===== src/inc/cmd_filter_pkg.sv =====
// package: command codes, bus signal groups and decoder state for the target command filter
package cmd_filter_pkg;
    // bus command codes on the byte-enable lines during the address phase
    localparam logic [3:0] CMD_INTACK = 4'h0;
    localparam logic [3:0] CMD_SPECIAL = 4'h1;
    localparam logic [3:0] CMD_IO_RD = 4'h2;
    localparam logic [3:0] CMD_IO_WR = 4'h3;
    localparam logic [3:0] CMD_MEM_RD = 4'h6;
    localparam logic [3:0] CMD_MEM_WR = 4'h7;
    localparam logic [3:0] CMD_CFG_RD = 4'hA;
    localparam logic [3:0] CMD_CFG_WR = 4'hB;
    localparam logic [3:0] CMD_MEM_RD_MULT = 4'hC;
    localparam logic [3:0] CMD_DUAL_ADDR = 4'hD;
    localparam logic [3:0] CMD_MEM_RD_LINE = 4'hE;
    localparam logic [3:0] CMD_MEM_WR_INV = 4'hF;
    // reset values
    localparam logic [3:0] CMD_RESET = 4'h0;
    localparam logic [31:0] ADDR_RESET = 32'h0000_0000;
    // cycles from the synchronised frame start to the claim decision
    localparam int DECODE_CYCLES = 1;

    typedef enum logic [1:0] {
        ST_IDLE = 2'b00,
        ST_CLAIM = 2'b01,
        ST_IGNORE = 2'b10
    } dec_state_type;

    // address phase as seen by the filter
    typedef struct packed {
        logic frame_n;
        logic [3:0] cmd;
        logic [31:0] addr;
    } bus_in_type;

    // claim result toward the target back end
    typedef struct packed {
        logic claim;
        logic [3:0] cmd;
        logic [31:0] addr;
        logic [2:0] space;
    } claim_out_type;

    typedef struct packed {
        dec_state_type st;
        logic [2:0] frame_sync;
        logic frame_seen_n;
        logic [3:0] cmd_s1;
        logic [3:0] cmd_s2;
        logic [31:0] addr_s1;
        logic [31:0] addr_s2;
        logic devsel_n;
        logic devsel_oe;
        claim_out_type res;
        logic decline;
    } filt_state_type;
endpackage : cmd_filter_pkg


===== src/core/cmd_filter.sv =====
// target-only command filter: decides which bus commands the device claims
`timescale 1ns/10ps
// Function
// - claim I/O read and write
// - claim memory read and write
// - claim configuration read and write
// - decline interrupt acknowledge
// - never accept or generate special cycles
// - decline memory read multiple
// - decline dual address cycles
// - decline memory read line
// - decline memory write and invalidate
// - never act as bus master
// - no request, grant or interrupt outputs
module cmd_filter (
    // clock, reset, enable
    input wire logic CLK,
    input wire logic RST,
    input wire logic CE,
    // bus address phase from pins
    input wire cmd_filter_pkg::bus_in_type BUS_IN,
    // device select pin, open drain style
    output logic DEVSEL_N,
    output logic DEVSEL_OE,
    // claim result to target back end
    output cmd_filter_pkg::claim_out_type CLAIM_OUT,
    output logic DECLINE
);
    import cmd_filter_pkg::*;

    filt_state_type s_q;
    filt_state_type s_d;
    logic frame_start;
    logic frame_end;
    logic claimable;

    // only the six target commands pass; everything else falls out as a master abort
    function automatic logic is_claimed(input logic [3:0] c);
        case (c)
            CMD_IO_RD, CMD_IO_WR: is_claimed = 1'b1;
            CMD_MEM_RD, CMD_MEM_WR: is_claimed = 1'b1;
            CMD_CFG_RD, CMD_CFG_WR: is_claimed = 1'b1;
            CMD_INTACK: is_claimed = 1'b0;
            CMD_SPECIAL: is_claimed = 1'b0;
            CMD_MEM_RD_MULT: is_claimed = 1'b0;
            CMD_DUAL_ADDR: is_claimed = 1'b0;
            CMD_MEM_RD_LINE: is_claimed = 1'b0;
            CMD_MEM_WR_INV: is_claimed = 1'b0;
            default: is_claimed = 1'b0;
        endcase
    endfunction : is_claimed

    function automatic logic [2:0] space_of(input logic [3:0] c);
        case (c[3:1])
            3'h1: space_of = 3'h1;
            3'h3: space_of = 3'h2;
            3'h5: space_of = 3'h4;
            default: space_of = 3'h0;
        endcase
    endfunction : space_of

    // second and third stage agree before a frame edge counts
    assign frame_start = ~s_q.frame_sync[1] & ~s_q.frame_sync[2] & s_q.frame_seen_n;
    assign frame_end = s_q.frame_sync[1] & s_q.frame_sync[2] & ~s_q.frame_seen_n;
    assign claimable = is_claimed(s_q.cmd_s2);

    always_comb begin
        s_d = s_q;
        s_d.frame_sync = {s_q.frame_sync[1:0], BUS_IN.frame_n};
        // command and address sampled alongside frame, so they line up with stage two
        s_d.cmd_s1 = BUS_IN.cmd;
        s_d.cmd_s2 = s_q.cmd_s1;
        s_d.addr_s1 = BUS_IN.addr;
        s_d.addr_s2 = s_q.addr_s1;
        if (frame_start) begin
            s_d.frame_seen_n = 1'b0;
        end else if (frame_end) begin
            s_d.frame_seen_n = 1'b1;
        end
        s_d.decline = 1'b0;
        case (s_q.st)
            ST_IDLE: begin
                if (frame_start) begin
                    if (claimable) begin
                        s_d.st = ST_CLAIM;
                        s_d.devsel_n = 1'b0;
                        s_d.devsel_oe = 1'b1;
                        s_d.res.claim = 1'b1;
                        s_d.res.cmd = s_q.cmd_s2;
                        s_d.res.addr = s_q.addr_s2;
                        s_d.res.space = space_of(s_q.cmd_s2);
                    end else begin
                        s_d.st = ST_IGNORE;
                        s_d.decline = 1'b1;
                    end
                end
            end
            ST_CLAIM: begin
                if (frame_end) begin
                    s_d.st = ST_IDLE;
                    s_d.devsel_n = 1'b1;
                    s_d.devsel_oe = 1'b0;
                    s_d.res.claim = 1'b0;
                end
            end
            ST_IGNORE: begin
                if (frame_end) begin
                    s_d.st = ST_IDLE;
                end
            end
            default: begin
                s_d.st = ST_IDLE;
                s_d.devsel_n = 1'b1;
                s_d.devsel_oe = 1'b0;
                s_d.res.claim = 1'b0;
            end
        endcase
    end

    // idle levels on the pin-facing flops, so no false frame edge follows reset
    always_ff @(posedge CLK or posedge RST) begin
        if (RST) begin
            s_q.st <= ST_IDLE;
            s_q.frame_sync <= 3'h7;
            s_q.frame_seen_n <= 1'b1;
            s_q.cmd_s1 <= CMD_RESET;
            s_q.cmd_s2 <= CMD_RESET;
            s_q.addr_s1 <= ADDR_RESET;
            s_q.addr_s2 <= ADDR_RESET;
            s_q.devsel_n <= 1'b1;
            s_q.devsel_oe <= 1'b0;
            s_q.res <= '0;
            s_q.decline <= 1'b0;
        end else if (CE) begin
            s_q <= s_d;
        end
    end

    // device select is only ever driven low while claimed; no master, request or irq ports exist
    assign DEVSEL_N = s_q.devsel_n;
    assign DEVSEL_OE = s_q.devsel_oe;
    assign CLAIM_OUT = s_q.res;
    assign DECLINE = s_q.decline;

    claim_io_a: assert property (@(posedge CLK) disable iff (RST)
        (CE && s_q.st == ST_IDLE && frame_start && s_q.cmd_s2[3:1] == 3'h1) |=> !DEVSEL_N && CLAIM_OUT.claim)
        else $error("io command not claimed");
    claim_mem_a: assert property (@(posedge CLK) disable iff (RST)
        (CE && s_q.st == ST_IDLE && frame_start && s_q.cmd_s2[3:1] == 3'h3) |=> !DEVSEL_N && CLAIM_OUT.space == 3'h2)
        else $error("memory command not claimed");
    claim_cfg_a: assert property (@(posedge CLK) disable iff (RST)
        (CE && s_q.st == ST_IDLE && frame_start && s_q.cmd_s2[3:1] == 3'h5) |=> !DEVSEL_N && CLAIM_OUT.space == 3'h4)
        else $error("config command not claimed");
    no_intack_a: assert property (@(posedge CLK) disable iff (RST)
        (CE && s_q.st == ST_IDLE && frame_start && s_q.cmd_s2 == 4'h0) |=> DEVSEL_N && DECLINE)
        else $error("interrupt acknowledge claimed");
    no_special_a: assert property (@(posedge CLK) disable iff (RST)
        (CE && s_q.st == ST_IDLE && frame_start && s_q.cmd_s2 == 4'h1) |=> DEVSEL_N && !DEVSEL_OE)
        else $error("special cycle claimed");
    no_multiple_a: assert property (@(posedge CLK) disable iff (RST)
        (CE && s_q.st == ST_IDLE && frame_start && s_q.cmd_s2 == 4'hC) |=> DEVSEL_N)
        else $error("read multiple claimed");
    no_dual_a: assert property (@(posedge CLK) disable iff (RST)
        (CE && s_q.st == ST_IDLE && frame_start && s_q.cmd_s2 == 4'hD) |=> s_q.st == ST_IGNORE)
        else $error("dual address claimed");
    no_line_a: assert property (@(posedge CLK) disable iff (RST)
        (CE && s_q.st == ST_IDLE && frame_start && s_q.cmd_s2 == 4'hE) |=> !CLAIM_OUT.claim)
        else $error("read line claimed");
    no_inval_a: assert property (@(posedge CLK) disable iff (RST)
        (CE && s_q.st == ST_IDLE && frame_start && s_q.cmd_s2 == 4'hF) |=> DEVSEL_N)
        else $error("write invalidate claimed");
    select_drive_a: assert property (@(posedge CLK) disable iff (RST)
        DEVSEL_OE |-> CLAIM_OUT.claim && s_q.st == ST_CLAIM)
        else $error("device select driven without claim");
    ignore_hold_a: assert property (@(posedge CLK) disable iff (RST)
        s_q.st == ST_IGNORE |-> DEVSEL_N && !CLAIM_OUT.claim)
        else $error("declined frame drives select");

    // select pin pair and clock enable
    oe_mirror_a: assert property (@(posedge CLK) disable iff (RST)
        DEVSEL_OE == !DEVSEL_N)
        else $error("select enable and level disagree");

    freeze_all_a: assert property (@(posedge CLK) disable iff (RST)
        !CE
        |=> $stable(s_q))
        else $error("state moved while enable low");

    idle_quiet_a: assert property (@(posedge CLK) disable iff (RST)
        s_q.st == ST_IDLE
        |-> DEVSEL_N && !DEVSEL_OE && !CLAIM_OUT.claim)
        else $error("select driven while idle");

    idle_wait_a: assert property (@(posedge CLK) disable iff (RST)
        (CE && s_q.st == ST_IDLE && !frame_start)
        |=> s_q.st == ST_IDLE && !DECLINE)
        else $error("decision without a frame");

    claim_frame_a: assert property (@(posedge CLK) disable iff (RST)
        $rose(CLAIM_OUT.claim)
        |-> $past(frame_start))
        else $error("claim rose without a frame start");

    // claimed frames
    claim_hold_a: assert property (@(posedge CLK) disable iff (RST)
        (CE && s_q.st == ST_CLAIM && !frame_end)
        |=> !DEVSEL_N && CLAIM_OUT.claim)
        else $error("claim dropped before frame end");

    claim_release_a: assert property (@(posedge CLK) disable iff (RST)
        (CE && s_q.st == ST_CLAIM && frame_end)
        |=> DEVSEL_N && !DEVSEL_OE && !CLAIM_OUT.claim)
        else $error("select not released at frame end");

    claim_stable_a: assert property (@(posedge CLK) disable iff (RST)
        (CE && s_q.st == ST_CLAIM)
        |=> $stable(CLAIM_OUT.cmd) && $stable(CLAIM_OUT.addr))
        else $error("claimed command moved");

    release_end_a: assert property (@(posedge CLK) disable iff (RST)
        $fell(CLAIM_OUT.claim)
        |-> $past(frame_end))
        else $error("claim fell without frame end");

    claim_addr_a: assert property (@(posedge CLK) disable iff (RST)
        (CE && s_q.st == ST_IDLE && frame_start && claimable)
        |-> ##DECODE_CYCLES (CLAIM_OUT.cmd == $past(s_q.cmd_s2, DECODE_CYCLES)
        && CLAIM_OUT.addr == $past(s_q.addr_s2, DECODE_CYCLES)))
        else $error("claimed code or address wrong");

    space_onehot_a: assert property (@(posedge CLK) disable iff (RST)
        CLAIM_OUT.claim
        |-> $onehot(CLAIM_OUT.space))
        else $error("claimed space not one-hot");

    space_match_a: assert property (@(posedge CLK) disable iff (RST)
        CLAIM_OUT.claim
        |-> (CLAIM_OUT.space == 3'h1) == (CLAIM_OUT.cmd[3:1] == 3'h1))
        else $error("io space flag wrong");

    // codes that must never end up held as a claim
    intack_never_a: assert property (@(posedge CLK) disable iff (RST)
        CLAIM_OUT.claim
        |-> CLAIM_OUT.cmd != CMD_INTACK)
        else $error("interrupt acknowledge held as claim");

    special_never_a: assert property (@(posedge CLK) disable iff (RST)
        CLAIM_OUT.claim
        |-> CLAIM_OUT.cmd != CMD_SPECIAL)
        else $error("special cycle held as claim");

    multiple_never_a: assert property (@(posedge CLK) disable iff (RST)
        CLAIM_OUT.claim
        |-> CLAIM_OUT.cmd != CMD_MEM_RD_MULT)
        else $error("read multiple held as claim");

    dual_never_a: assert property (@(posedge CLK) disable iff (RST)
        CLAIM_OUT.claim
        |-> CLAIM_OUT.cmd != CMD_DUAL_ADDR)
        else $error("dual address held as claim");

    line_never_a: assert property (@(posedge CLK) disable iff (RST)
        CLAIM_OUT.claim
        |-> CLAIM_OUT.cmd != CMD_MEM_RD_LINE)
        else $error("read line held as claim");

    inval_never_a: assert property (@(posedge CLK) disable iff (RST)
        CLAIM_OUT.claim
        |-> CLAIM_OUT.cmd != CMD_MEM_WR_INV)
        else $error("write invalidate held as claim");

    // declined frames
    reserved_decline_a: assert property (@(posedge CLK) disable iff (RST)
        (CE && s_q.st == ST_IDLE && frame_start && s_q.cmd_s2 inside {4'h4, 4'h5, 4'h8, 4'h9})
        |=> DECLINE && DEVSEL_N)
        else $error("reserved code not declined");

    decline_once_a: assert property (@(posedge CLK) disable iff (RST)
        (CE && DECLINE)
        |=> !DECLINE)
        else $error("decline pulse too long");

    decline_start_a: assert property (@(posedge CLK) disable iff (RST)
        $rose(DECLINE)
        |-> $past(frame_start) && $past(s_q.st) == ST_IDLE)
        else $error("decline without a frame start");

    decline_quiet_a: assert property (@(posedge CLK) disable iff (RST)
        DECLINE
        |-> DEVSEL_N && !CLAIM_OUT.claim && s_q.st == ST_IGNORE)
        else $error("declined frame not ignored");

    ignore_stay_a: assert property (@(posedge CLK) disable iff (RST)
        (CE && s_q.st == ST_IGNORE && !frame_end)
        |=> s_q.st == ST_IGNORE && !DECLINE)
        else $error("ignored frame left early");

    ignore_exit_a: assert property (@(posedge CLK) disable iff (RST)
        (CE && s_q.st == ST_IGNORE && frame_end)
        |=> s_q.st == ST_IDLE && DEVSEL_N)
        else $error("ignored frame never closed");
endmodule : cmd_filter


===== config.mk =====
export PLATFORM = sky130hd
export DESIGN_NAME = cmd_filter
export DESIGN_NICKNAME = d
export VERILOG_FILES = /design/src/inc/cmd_filter_pkg.sv /design/src/core/cmd_filter.sv
export SDC_FILE = /design/constraint.sdc
export NUM_CORES = 1
export LEC_CHECK = 0
export BUFFER_PORTS_ARGS = -buffer_cell sky130_fd_sc_hd__buf_2
export CAP_MARGIN = 25
export CORE_MARGIN = 4
export CORE_UTILIZATION = 40
export DETAILED_ROUTE_END_ITERATION = 8
export GPL_ROUTABILITY_DRIVEN = 0
export GPL_TIMING_DRIVEN = 0
export PLACE_DENSITY = 0.66
export SLEW_MARGIN = 25
export SYNTH_ARGS = -nofsm -noshare
export SYNTH_HDL_FRONTEND = slang
export SYNTH_SLANG_ARGS = --single-unit
export TNS_END_PERCENT = 1

===== constraint.sdc =====
create_clock -name CLK -period 3.6 [get_ports CLK]
set_input_delay 0.72 -clock CLK [delete_from_list [all_inputs] [get_ports CLK]]
set_output_delay 0.72 -clock CLK [all_outputs]
set_load 0.02 [all_outputs]

==> results summary, run 1 <==
The flow ran to the end, and the final reports show no timing, DRC or antenna violations. The worst-case setup slack after placement came out at 1391 ps. The synthesis-to-finish area growth came out at 25.66%. Cells fill 51.96% of the core in the end.

The core outline area is 12110 um^2. The overall power of the completed layout came out at 4.942 mW. For this block, the via count after detailed routing is 2754. The number of vias per cell after detailed routing came out at 4.515. Summed over all failing endpoints, the final setup total negative slack is 0 ps. The hold buffer count at CTS came out at 0. Of the cells placed in the final design, the portion with a size suffix greater than 1 is 63.12%. The number of antenna diodes came out at 0. The root cell of the clock tree is clkbuf_16. Counting along the longest clock path gives a buffer depth of 2. The initial antenna violation count is 0. The kind of end point of the critical path is a flip-flop.

The number of placement rows came out at 40. In the layout the commonest cells are 115 x dfrtp_1, 85 x buf_2, 80 x mux2_2. The remaining antenna violation count came out at 0. For this configuration, the core starts out at a cell density of 41.35%. Setup violations remaining at the end of the flow were counted as 0. TritonCTS built the clock tree. The number of nets in the synthesized netlist came out at 369.

The first global-routing pass estimated 15070 um of wire. The synthesized netlist occupies a cell area of 5009 um^2. The kind of critical path is reg -> reg. The count of non-filler cells in the finished layout came out at 610. The clock net in this run drives a total of 120 sinks.

The number of endpoints with negative hold slack in the final report came out at 0. The clock skew is 5.790 ps. The count of instances resized after the clock tree is built is 0. The x dimension of the die is 119.9 um. CTS built an H-tree with a depth of 4. Clock-pin slew was measured on the worst setup and hold paths at 60 ps. The leakage power of the design came out at 3.080 nW. The register-to-register setup slack is 1710 ps. The highest layer touched by signal routing is met4. The via count of the first global-routing pass is 2934. The min-delay analysis places its worst path in the category in -> async. The total wirelength of the detailed-routed design is 9109 um. For this run, design rule violations remaining after detail routing come to 0.

The y dimension of the die is 119.9 um. The total number of yosys warnings came out at 0. In the finished design, the share of the clock period the worst path needs comes to 52.42%. The commonest non-fill, non-tap cell in the layout is dfrtp_1. The tool flagged a number of max-cap violations equal to 0. Data arrives at the worst endpoint at 2180 ps.

The synthesized area per cell came out at 15.36 um^2. The largest net degree at the start of global routing is 34. The detailed-routing wirelength on met1 came out at 3885 um. Yosys mapped the design onto 29 distinct sky130hd cell types.

The first detailed-routing pass ran for 4 iterations. The number of buffers inserted to repair setup after CTS is 0. The placed wire-length estimate after detailed placement came out at 6194 um. Subtracting the final worst setup slack from the clock period gives 1887 ps. For this design the ratio of total power to cell area is 785.3 nW/um^2. The required arrival time at the worst endpoint is 3890 ps. The number of placed instances, taps included, is 578. The maximum resistive drop on vdd came out at 0.0004372 V.

The slew at the pin closest to its max-slew limit is 673.8 ps. The I/O pin total came out at 83. The count of buffers from port buffering came out at 81. The source-to-sink clock delay at the later pin of the worst-skew pair is 410 ps.

Measured against its own limit, the worst slew margin works out to 54.98%. In the detailed route, the total length drawn on met2 is 4642 um. The global-route usage over all layers is 13.70%. Setup repair after global routing left no endpoint under its margin.

In this run, CTS created clock tree buffers numbering 17. In the final design database the tool counted 472 nets. Summed over all layers, the global routing overflow is 0. Derived from the worst setup path, the maximum achievable clock frequency is 0.5299 GHz. The cell count after synthesis came out at 326.

The portion of the post-synthesis area used by sequential elements came out at 60.08%. The kind of launch point of the worst setup path is a flip-flop. The register bit total from synthesis came out at 120. Across all setup checks in the final design, the least slack found is 1713 ps. After detailed routing, the met3 layer carries 432 um of wire. The average routed wire per standard cell is 14.93 um. The maximum net fanout on the critical path is 10.

After the first detailed-routing iteration, the DRC count stood at 136. The full die area came out at 14380 um^2. The final-report max-slew violation count came out at 0.
-- flip-flops by register name (all words and copies together), names as in the netlist --
| name | flops |
|---|---|
| DEVSEL_N | 1 |
| CLAIM_OUT | 39 |
| DEVSEL_OE | 1 |
| DECLINE | 1 |
| s_d | 38 |
| s_q | 40 |
-- area by class of cell --
cell class,count,area (um^2)
well taps,168,210.2
fillers,1057,5818
flip-flops and latches,120,3009
clock buffers,19,452.9
plain buffers,53,380.4
clock inverters,13,152.6
repair buffers,84,465.4
multi-input cells,142,1578
inverters,11,45.04
-- worst paths after layout --
path                                     from             to  depth (start not counted)
max in group asynchronous                 RST   CLAIM_OUT[6]                          4
worst max-delay path                 s_q[115]  CLAIM_OUT[24]                          5
worst min register to register  CLAIM_OUT[36]  CLAIM_OUT[36]                          1
min in group CLK                CLAIM_OUT[36]  CLAIM_OUT[36]                          1
worst max register to register       s_q[115]  CLAIM_OUT[24]                          5
worst min-delay path                      RST  CLAIM_OUT[17]                          2
-- cell usage after synthesis, drive strengths merged --
library cell    n  share of area [%]
nor4bb          2               0.40
o211ai          1               0.15
a21boi          5               0.75
dfrtp         115                 57
clkbuf          5               0.37
nor2            1              0.075
o21ai           3               0.30
ha              3               0.75
inv            11               0.82
o311ai          1               0.17
a21oi           2               0.20
a31o            1               0.17
dfstp           5                2.6
o221ai          1               0.17
nand2b          3               0.37
nand2           2               0.15
mux2          107                 26
a211oi          1               0.15
nand3b          1               0.15
a21o            2               0.30
nand4b          2               0.35
buf            48                7.2
o2bb2ai         2               0.35
nand3           2               0.45
-- layer usage --
layer	vias up	GRT usage, %
met3	12	4.713
met1	1393	16.51
met4	0	6.442
met2	54	22.09
met5	-	0
li1	1295	-
-- per-stage QoR --
step	cell area, um^2	hold slack, ps
6_report	6294	407.8
3_5_place_dp	5688	463.6
3_3_place_gp	5628	455.3
4_1_cts	6294	411.4
5_1_grt	6294	463.5
2_1_floorplan	5012	435.9
-- worst max-delay path, stage by stage, from the launching register on --
cell and delay, ps:
dfstp_2 560, nor4bb_1 270, buf_4 200, nand3_4 180
buf_6 240, mux2_4 310
-- power breakdown --
group / internal, mW / switching (mW)
logic: 0.747 / 0.608
clock network: 1.12 / 0.599
registers: 1.68 / 0.189
total: 3.55 / 1.40
-- cell families after synthesis --
kind of cell	count (synthesis)	share of synthesized area [%]
AOI/OAI and AO/OA	19	2.723
and+or+nand+nor	13	1.949
DFF	120	60.08
adders and majority gates	3	0.7495
muxes	107	26.08
buffers and inverters	64	8.419
Note: power is estimated with default switching activity, not from simulation.
==> run 2, diff against run 1 <==
- PLACE_DENSITY: 0.66 -> 0.64
- clock period: 3.6 -> 2 ns (I/O delays scaled with it)
==> run 2 against run 1 <==
Effect of this change: die area unchanged; register-to-register slack got worse by 1600 ps; count of clock-buffer cells in the layout rose by 5; final area is 0.40% higher; global-route usage down 0.23 points; non-clock buffer count unchanged; sequential power grew 79%; clock skew barely moved; via count grew 0.58%; power is 81% higher; sequential share of layout area decreased by 0.19 points; critical path type unchanged.
==> results summary, run 2 (synthesis results as in run 1) <==
The worst-case setup slack after placement came out at 96.12 ps. The final-report max-slew violation count came to 0. The source-to-sink clock delay at the later pin of the worst-skew pair is 410 ps. The slew at the pin closest to its max-slew limit came out at 629.4 ps. The maximum resistive drop on vdd came out at 0.0005770 V.

The time the final worst path needs with I/O delays and setup came out at 1873 ps. The count of instances resized after the clock tree is built came out at 0. The overall power of the completed layout came out at 8.970 mW. After floorplanning, the core was sized to cover 12110 um^2. The global-route usage over all layers is 13.48%. The fraction of final layout cells with drive strength greater than 1 is 62.44%.

The leakage power of the design is 3.098 nW. TritonCTS built the clock tree. The largest net degree at the start of global routing came out at 34.

The synthesis-to-finish area growth came out at 26.16%. The detailed-route DRC error count came out at 0. The max-capacitance violation count is 0. The initial antenna violation count is 0. The flow ran to the end, and the final reports show no timing, DRC or antenna violations. The hold buffer count at CTS came out at 0. The total instance count after detailed placement came out at 578. The total number of clock tree sinks is 120. The critical path in this run is classified as reg -> reg. The critical-path cell with the highest stage delay is dfstp_2. The average routed wire per standard cell is 14.28 um.

The number of optimization iterations in the first detailed-route pass came out at 4. On the worst path, the slowest cell contributes a delay of 560 ps. The min-delay analysis places its worst path in the category in -> async.

The number of buffers inserted to repair setup after CTS is 0. The I/O pin total came out at 83. STA classifies the critical path startpoint as a flip-flop. The final layout net count came out at 472.

The clock passes through at most 2 buffers. The number of filler cells placed in the layout came out at 1055. The root buffer cell chosen for the clock tree is clkbuf_16. The final global-route overflow total is 0. The flip-flop count of the largest register, all copies and words added is 40.

At the worst endpoint, the required time is 2280 ps. Leaving out fill and tap cells, the most frequent cell in the layout is dfrtp_1. For met1 alone, demand over resource in global routing was 16.24%. The total number of vias is 2770.

The count of non-filler cells in the finished layout is 610. The total power density per cell area came out at 1420 nW/um^2. The wire length of the first global-routing pass is 14870 um. The sequential cell area is 3009 um^2.

The total wirelength of the detailed-routed design came out at 8709 um. The most used routing layer in global routing is met2. The met2 track utilization from global routing is 21.50%. The via count of the first global-routing pass came to 2999. The number of endpoints with negative hold slack in the final report came out at 0.

The top cell types in the final layout, fill and taps aside, are 115 x dfrtp_1, 85 x buf_2, 80 x mux2_2. Setup violations remaining at the end of the flow were counted as 0. The global routing usage on met3 came out at 4.618%.

The maximum net fanout on the critical path is 10. The number of placement rows came out at 40. The x dimension of the die came out at 119.9 um.

The full die area came out at 14380 um^2. The TritonCTS buffer count is 17. The kind of end point of the critical path is a flip-flop. The worst path arrival time came out at 2160 ps. The number of antenna diodes in the final layout is 0. The highest clock frequency the design can meet is 0.5339 GHz. The combined area of the multi-input logic cells is 1584 um^2. The initial cell density of the core came out at 41.35%.

The die is 119.9 um tall. The remaining antenna violation count came out at 0. The H-tree depth is 4. The count of routing violations after the opening detailed-route iteration is 126.

The critical path goes through nor4bb_2 -> buf_4 -> nand3_4 -> buf_6 -> mux2_4. The placed wire-length estimate after detailed placement came out at 6051 um. The number of vias per cell after detailed routing is 4.541. Between clock sinks in the finished design, the worst skew comes to 5.636 ps. The final worst-path cycle share came out at 93.65%.

Clock-pin slew was measured on the worst setup and hold paths at 50 ps. The count of buffers from port buffering is 81. Counting flops per register, the top entry is s_q. The worst slew margin relative to its limit is 57.95%.

The post-layout worst setup margin came out at 126.9 ps.
## run 2: critical path: cells and delay by family, from the launching register on
kind,cells,cell delay (ps)
DFF,1,560
buffers and inverters,2,430
and+or+nand+nor,2,450
muxes,1,300
## run 2: path summary, 6_finish.rpt
path | cells after the start | end | slack (ps) | start
max in group asynchronous | 4 | DEVSEL_N | 1060 | RST
worst max-delay path | 5 | CLAIM_OUT[16] | 130 | s_q[115]
worst max register to register | 5 | CLAIM_OUT[16] | 130 | s_q[115]
worst min register to register | 1 | CLAIM_OUT[36] | 480 | CLAIM_OUT[36]
worst min-delay path | 2 | s_d[55] | 70 | RST
min in group CLK | 2 | s_d[53] | 230 | BUS_IN[10]
## run 2: cell type report
class                   count  share of cell area [%]
inverters                  11                  0.7129
repair buffers             84                   7.366
multi-input cells         142                   25.07
plain buffers              53                   6.020
well taps                 168                   3.327
flip-flops and latches    120                   47.62
clock inverters             8                   2.257
clock buffers              24                   7.624
## run 2: per-layer routing
| layer | wire length (um) | share of wire [%] |
|---|---|---|
| met5 | 0 | 0 |
| met4 | 177 | 2.0 |
| met3 | 455 | 5.2 |
| met2 | 4326 | 50 |
| met1 | 3749 | 43 |
## run 2: through the flow
stage	TNS, ps	instance area [um^2]	utilization (%)	hold slack [ps]
after global routing	-23.61	6319	52.17	100.8
after floorplan	0	5012	-	435.9
after detailed placement	0	5688	46.96	462.4
final	0	6319	52.17	71.01
after CTS	0	6312	52.12	81.24
after global placement	-69360	5628	46.47	454.0
## run 2: where the power goes
part	internal (mW)	total [mW]	leakage [nW]	switching, mW
Sequential	3.03	3.35	1.44	0.323
Clock	2.18	3.18	0.304	1.01
Combinational	1.35	2.43	1.35	1.08
Total	6.56	8.97	3.10	2.41
==> run 3, diff against run 2 <==
--- a/config.mk
+++ b/config.mk
@@ -8,10 +8,11 @@
 export BUFFER_PORTS_ARGS = -buffer_cell sky130_fd_sc_hd__buf_2
 export CAP_MARGIN = 25
+export CORE_ASPECT_RATIO = 1.5
 export CORE_MARGIN = 4
-export CORE_UTILIZATION = 40
+export CORE_UTILIZATION = 45
 export DETAILED_ROUTE_END_ITERATION = 8
 export GPL_ROUTABILITY_DRIVEN = 0
 export GPL_TIMING_DRIVEN = 0
-export PLACE_DENSITY = 0.64
+export PLACE_DENSITY = 0.7
 export SLEW_MARGIN = 25
 export SYNTH_ARGS = -nofsm -noshare
==> constraint.sdc (replaced) <==
create_clock -name CLK -period 2 [get_ports CLK]
set_input_delay 0.1 -clock CLK [delete_from_list [all_inputs] [get_ports CLK]]
set_output_delay 0.1 -clock CLK [all_outputs]
set_load 0.02 [all_outputs]
==> run 3 against run 2 <==
Effect of this change: first-iteration DRC count shrank 35%; die area down 10%; power is 0.94% lower; largest power group unchanged.
==> results summary, run 3 (synthesis results as in run 1) <==
The number of filler cells placed in the layout is 842. The initial cell density of the core came out at 46.79%. The flip-flop count of the largest register, all copies and words added came out at 40. The count of routing violations after the opening detailed-route iteration came out at 82. The clock skew came out at 7.424 ps. The full die area is 12920 um^2.

The x dimension of the die is 94.14 um. More flip-flops sit in one register than any other, and that register is s_q. The final number of setup-violating endpoints is 0. The critical path is of the reg -> reg type.

The worst slew margin relative to its limit is 57.10%. The average routed wire per standard cell came out at 14.76 um. The root buffer cell chosen for the clock tree is clkbuf_16. The source-to-sink clock delay at the later pin of the worst-skew pair is 400 ps.

The first global-routing pass estimated 15570 um of wire. The clock tree from TritonCTS is yes. The count of buffers from port buffering is 81.

After the last flow step, the layout net total stands at 511. The number of placement rows came out at 46. The clock slew at the register clock pins of the worst setup and hold paths is 60 ps.

The global-route usage over all layers is 15.97%. The aggregate negative setup slack is 0 ps. The final global-route overflow total came out at 0.

The required arrival time at the worst endpoint is 2280 ps. The final worst-path cycle share is 93.32%. The routed design could run at a clock period as short as 1866 ps. The highest clock frequency the design can meet is 0.5358 GHz. The share of the core filled with cells in the final layout is 62.06%. The final-report max-slew violation count is 0. The H-tree was split into 4 levels. In the layout the commonest cells are 115 x dfrtp_1, 85 x buf_2, 80 x mux2_2. The remaining antenna violation count came out at 0. For this design the static power due to leakage is 3.246 nW. After legalization and detailed placement, the total HPWL measured 6250 um. Buffers inserted during clock tree synthesis total 17. The synthesis-to-finish area growth is 32.65%. From bottom edge to top edge, the die measures 137.2 um. The count of instances resized after the clock tree is built came out at 0.

The number of buffers inserted to repair setup after CTS came out at 0. The min-delay analysis places its worst path in the category in -> async. The number of antenna diodes is 0. Setup repair after global routing left no endpoint under its margin. The worst setup path is launched from a flip-flop. The number of optimization iterations in the first detailed-route pass came out at 6. After floorplanning, the core was sized to cover 10710 um^2. The total number of vias is 2887.

The via count of the first global-routing pass is 3240. Clock tree synthesis found a total of 120 sinks. The flow ran to the end, and the final reports show no timing, DRC or antenna violations. The worst path arrival time came out at 2150 ps. The detailed-route DRC error count is 0.

The total power density per cell area came out at 1337 nW/um^2. The library cell used most frequently in the layout, excluding fill and tap cells, is dfrtp_1. The initial antenna violation count is 0.

STA classifies the critical path endpoint as a flip-flop. The number of vias per cell after detailed routing came out at 4.634. Across the VDD grid, the largest voltage drop is 0.0007754 V. In this run the worst path has a maximum fanout of 10.

The longest clock path from root to sink contains 2 buffers. The slew at the pin closest to its max-slew limit is 643.6 ps. The number of endpoints with negative hold slack in the final report is 0. The register-to-register setup slack is 130 ps. Across the run, the number of max-cap violations was 0.

The I/O pin total came out at 83. The largest net degree at the start of global routing is 33. The total wirelength of the detailed-routed design is 9194 um.

In the final layout, the share of cells above drive strength 1 is 57.62%.
==> run 3: final cells by class <==
class	instances	area, um^2	area share [%]
Buffer	53	380.4	5.725
Clock buffer	21	460.4	6.930
Clock inverter	9	125.1	1.883
Inverter	11	45.04	0.6780
Multi-Input combinational cell	142	1578	23.75
Sequential cell	120	3009	45.29
Tap cell	144	180.2	2.712
Timing Repair Buffer	123	865.8	13.03
==> run 3: worst paths after layout <==
| check | from | end | cells past startpoint |
|---|---|---|---|
| max in group asynchronous | RST | s_q[115] | 6 |
| setup / recovery | s_q[115] | CLAIM_OUT[30] | 5 |
| setup reg to reg | s_q[115] | CLAIM_OUT[30] | 5 |
| hold reg to reg | CLAIM_OUT[36] | CLAIM_OUT[36] | 1 |
| min in group CLK | CE | DEVSEL_N | 4 |
| hold / removal | RST | s_d[62] | 3 |
==> run 3: critical path, stage by stage (launching register included) <==
cell	delay, ps
dfstp_2	550
nor4bb_1	280
buf_4	210
nand3_4	170
buf_6	230
mux2_4	300
==> run 3: repair_timing <==
| action | CTS | global route |
|---|---|---|
| setup endpoints to repair | 0 | 0 |
| hold buffers | 38 | 0 |
| endpoints found under the hold margin | 68 | 0 |
==> run 3: metrics by stage <==
stage / total power [mW] / hold slack (ps) / std cells / cell area (um^2) / setup slack [ps]
floorplan: 5.216 / 251.6 / 326 / 5012 / 309.3
global placement: 5.782 / 333.2 / 551 / 5598 / -242.0
detailed placement: 5.882 / 50.01 / 555 / 5678 / 106.4
CTS: 8.995 / 174.6 / 623 / 6644 / 105.1
global route: 9.355 / 220.9 / 623 / 6644 / 60.49
finish: 8.885 / 212.4 / 623 / 6644 / 133.6
==> run 3: report_power, final <==
part           internal, mW  leakage (nW)  switching, mW
Combinational          1.40          1.52           1.11
Sequential             3.03          1.44          0.330
Clock                  2.00         0.285           1.01
==> run 3: metal layers <==
metal  GRT usage [%]  share of wire (%)
met5               0                  0
met4           7.309                2.2
met3           4.208                3.7
met2           27.09                 53
met1           18.84                 41
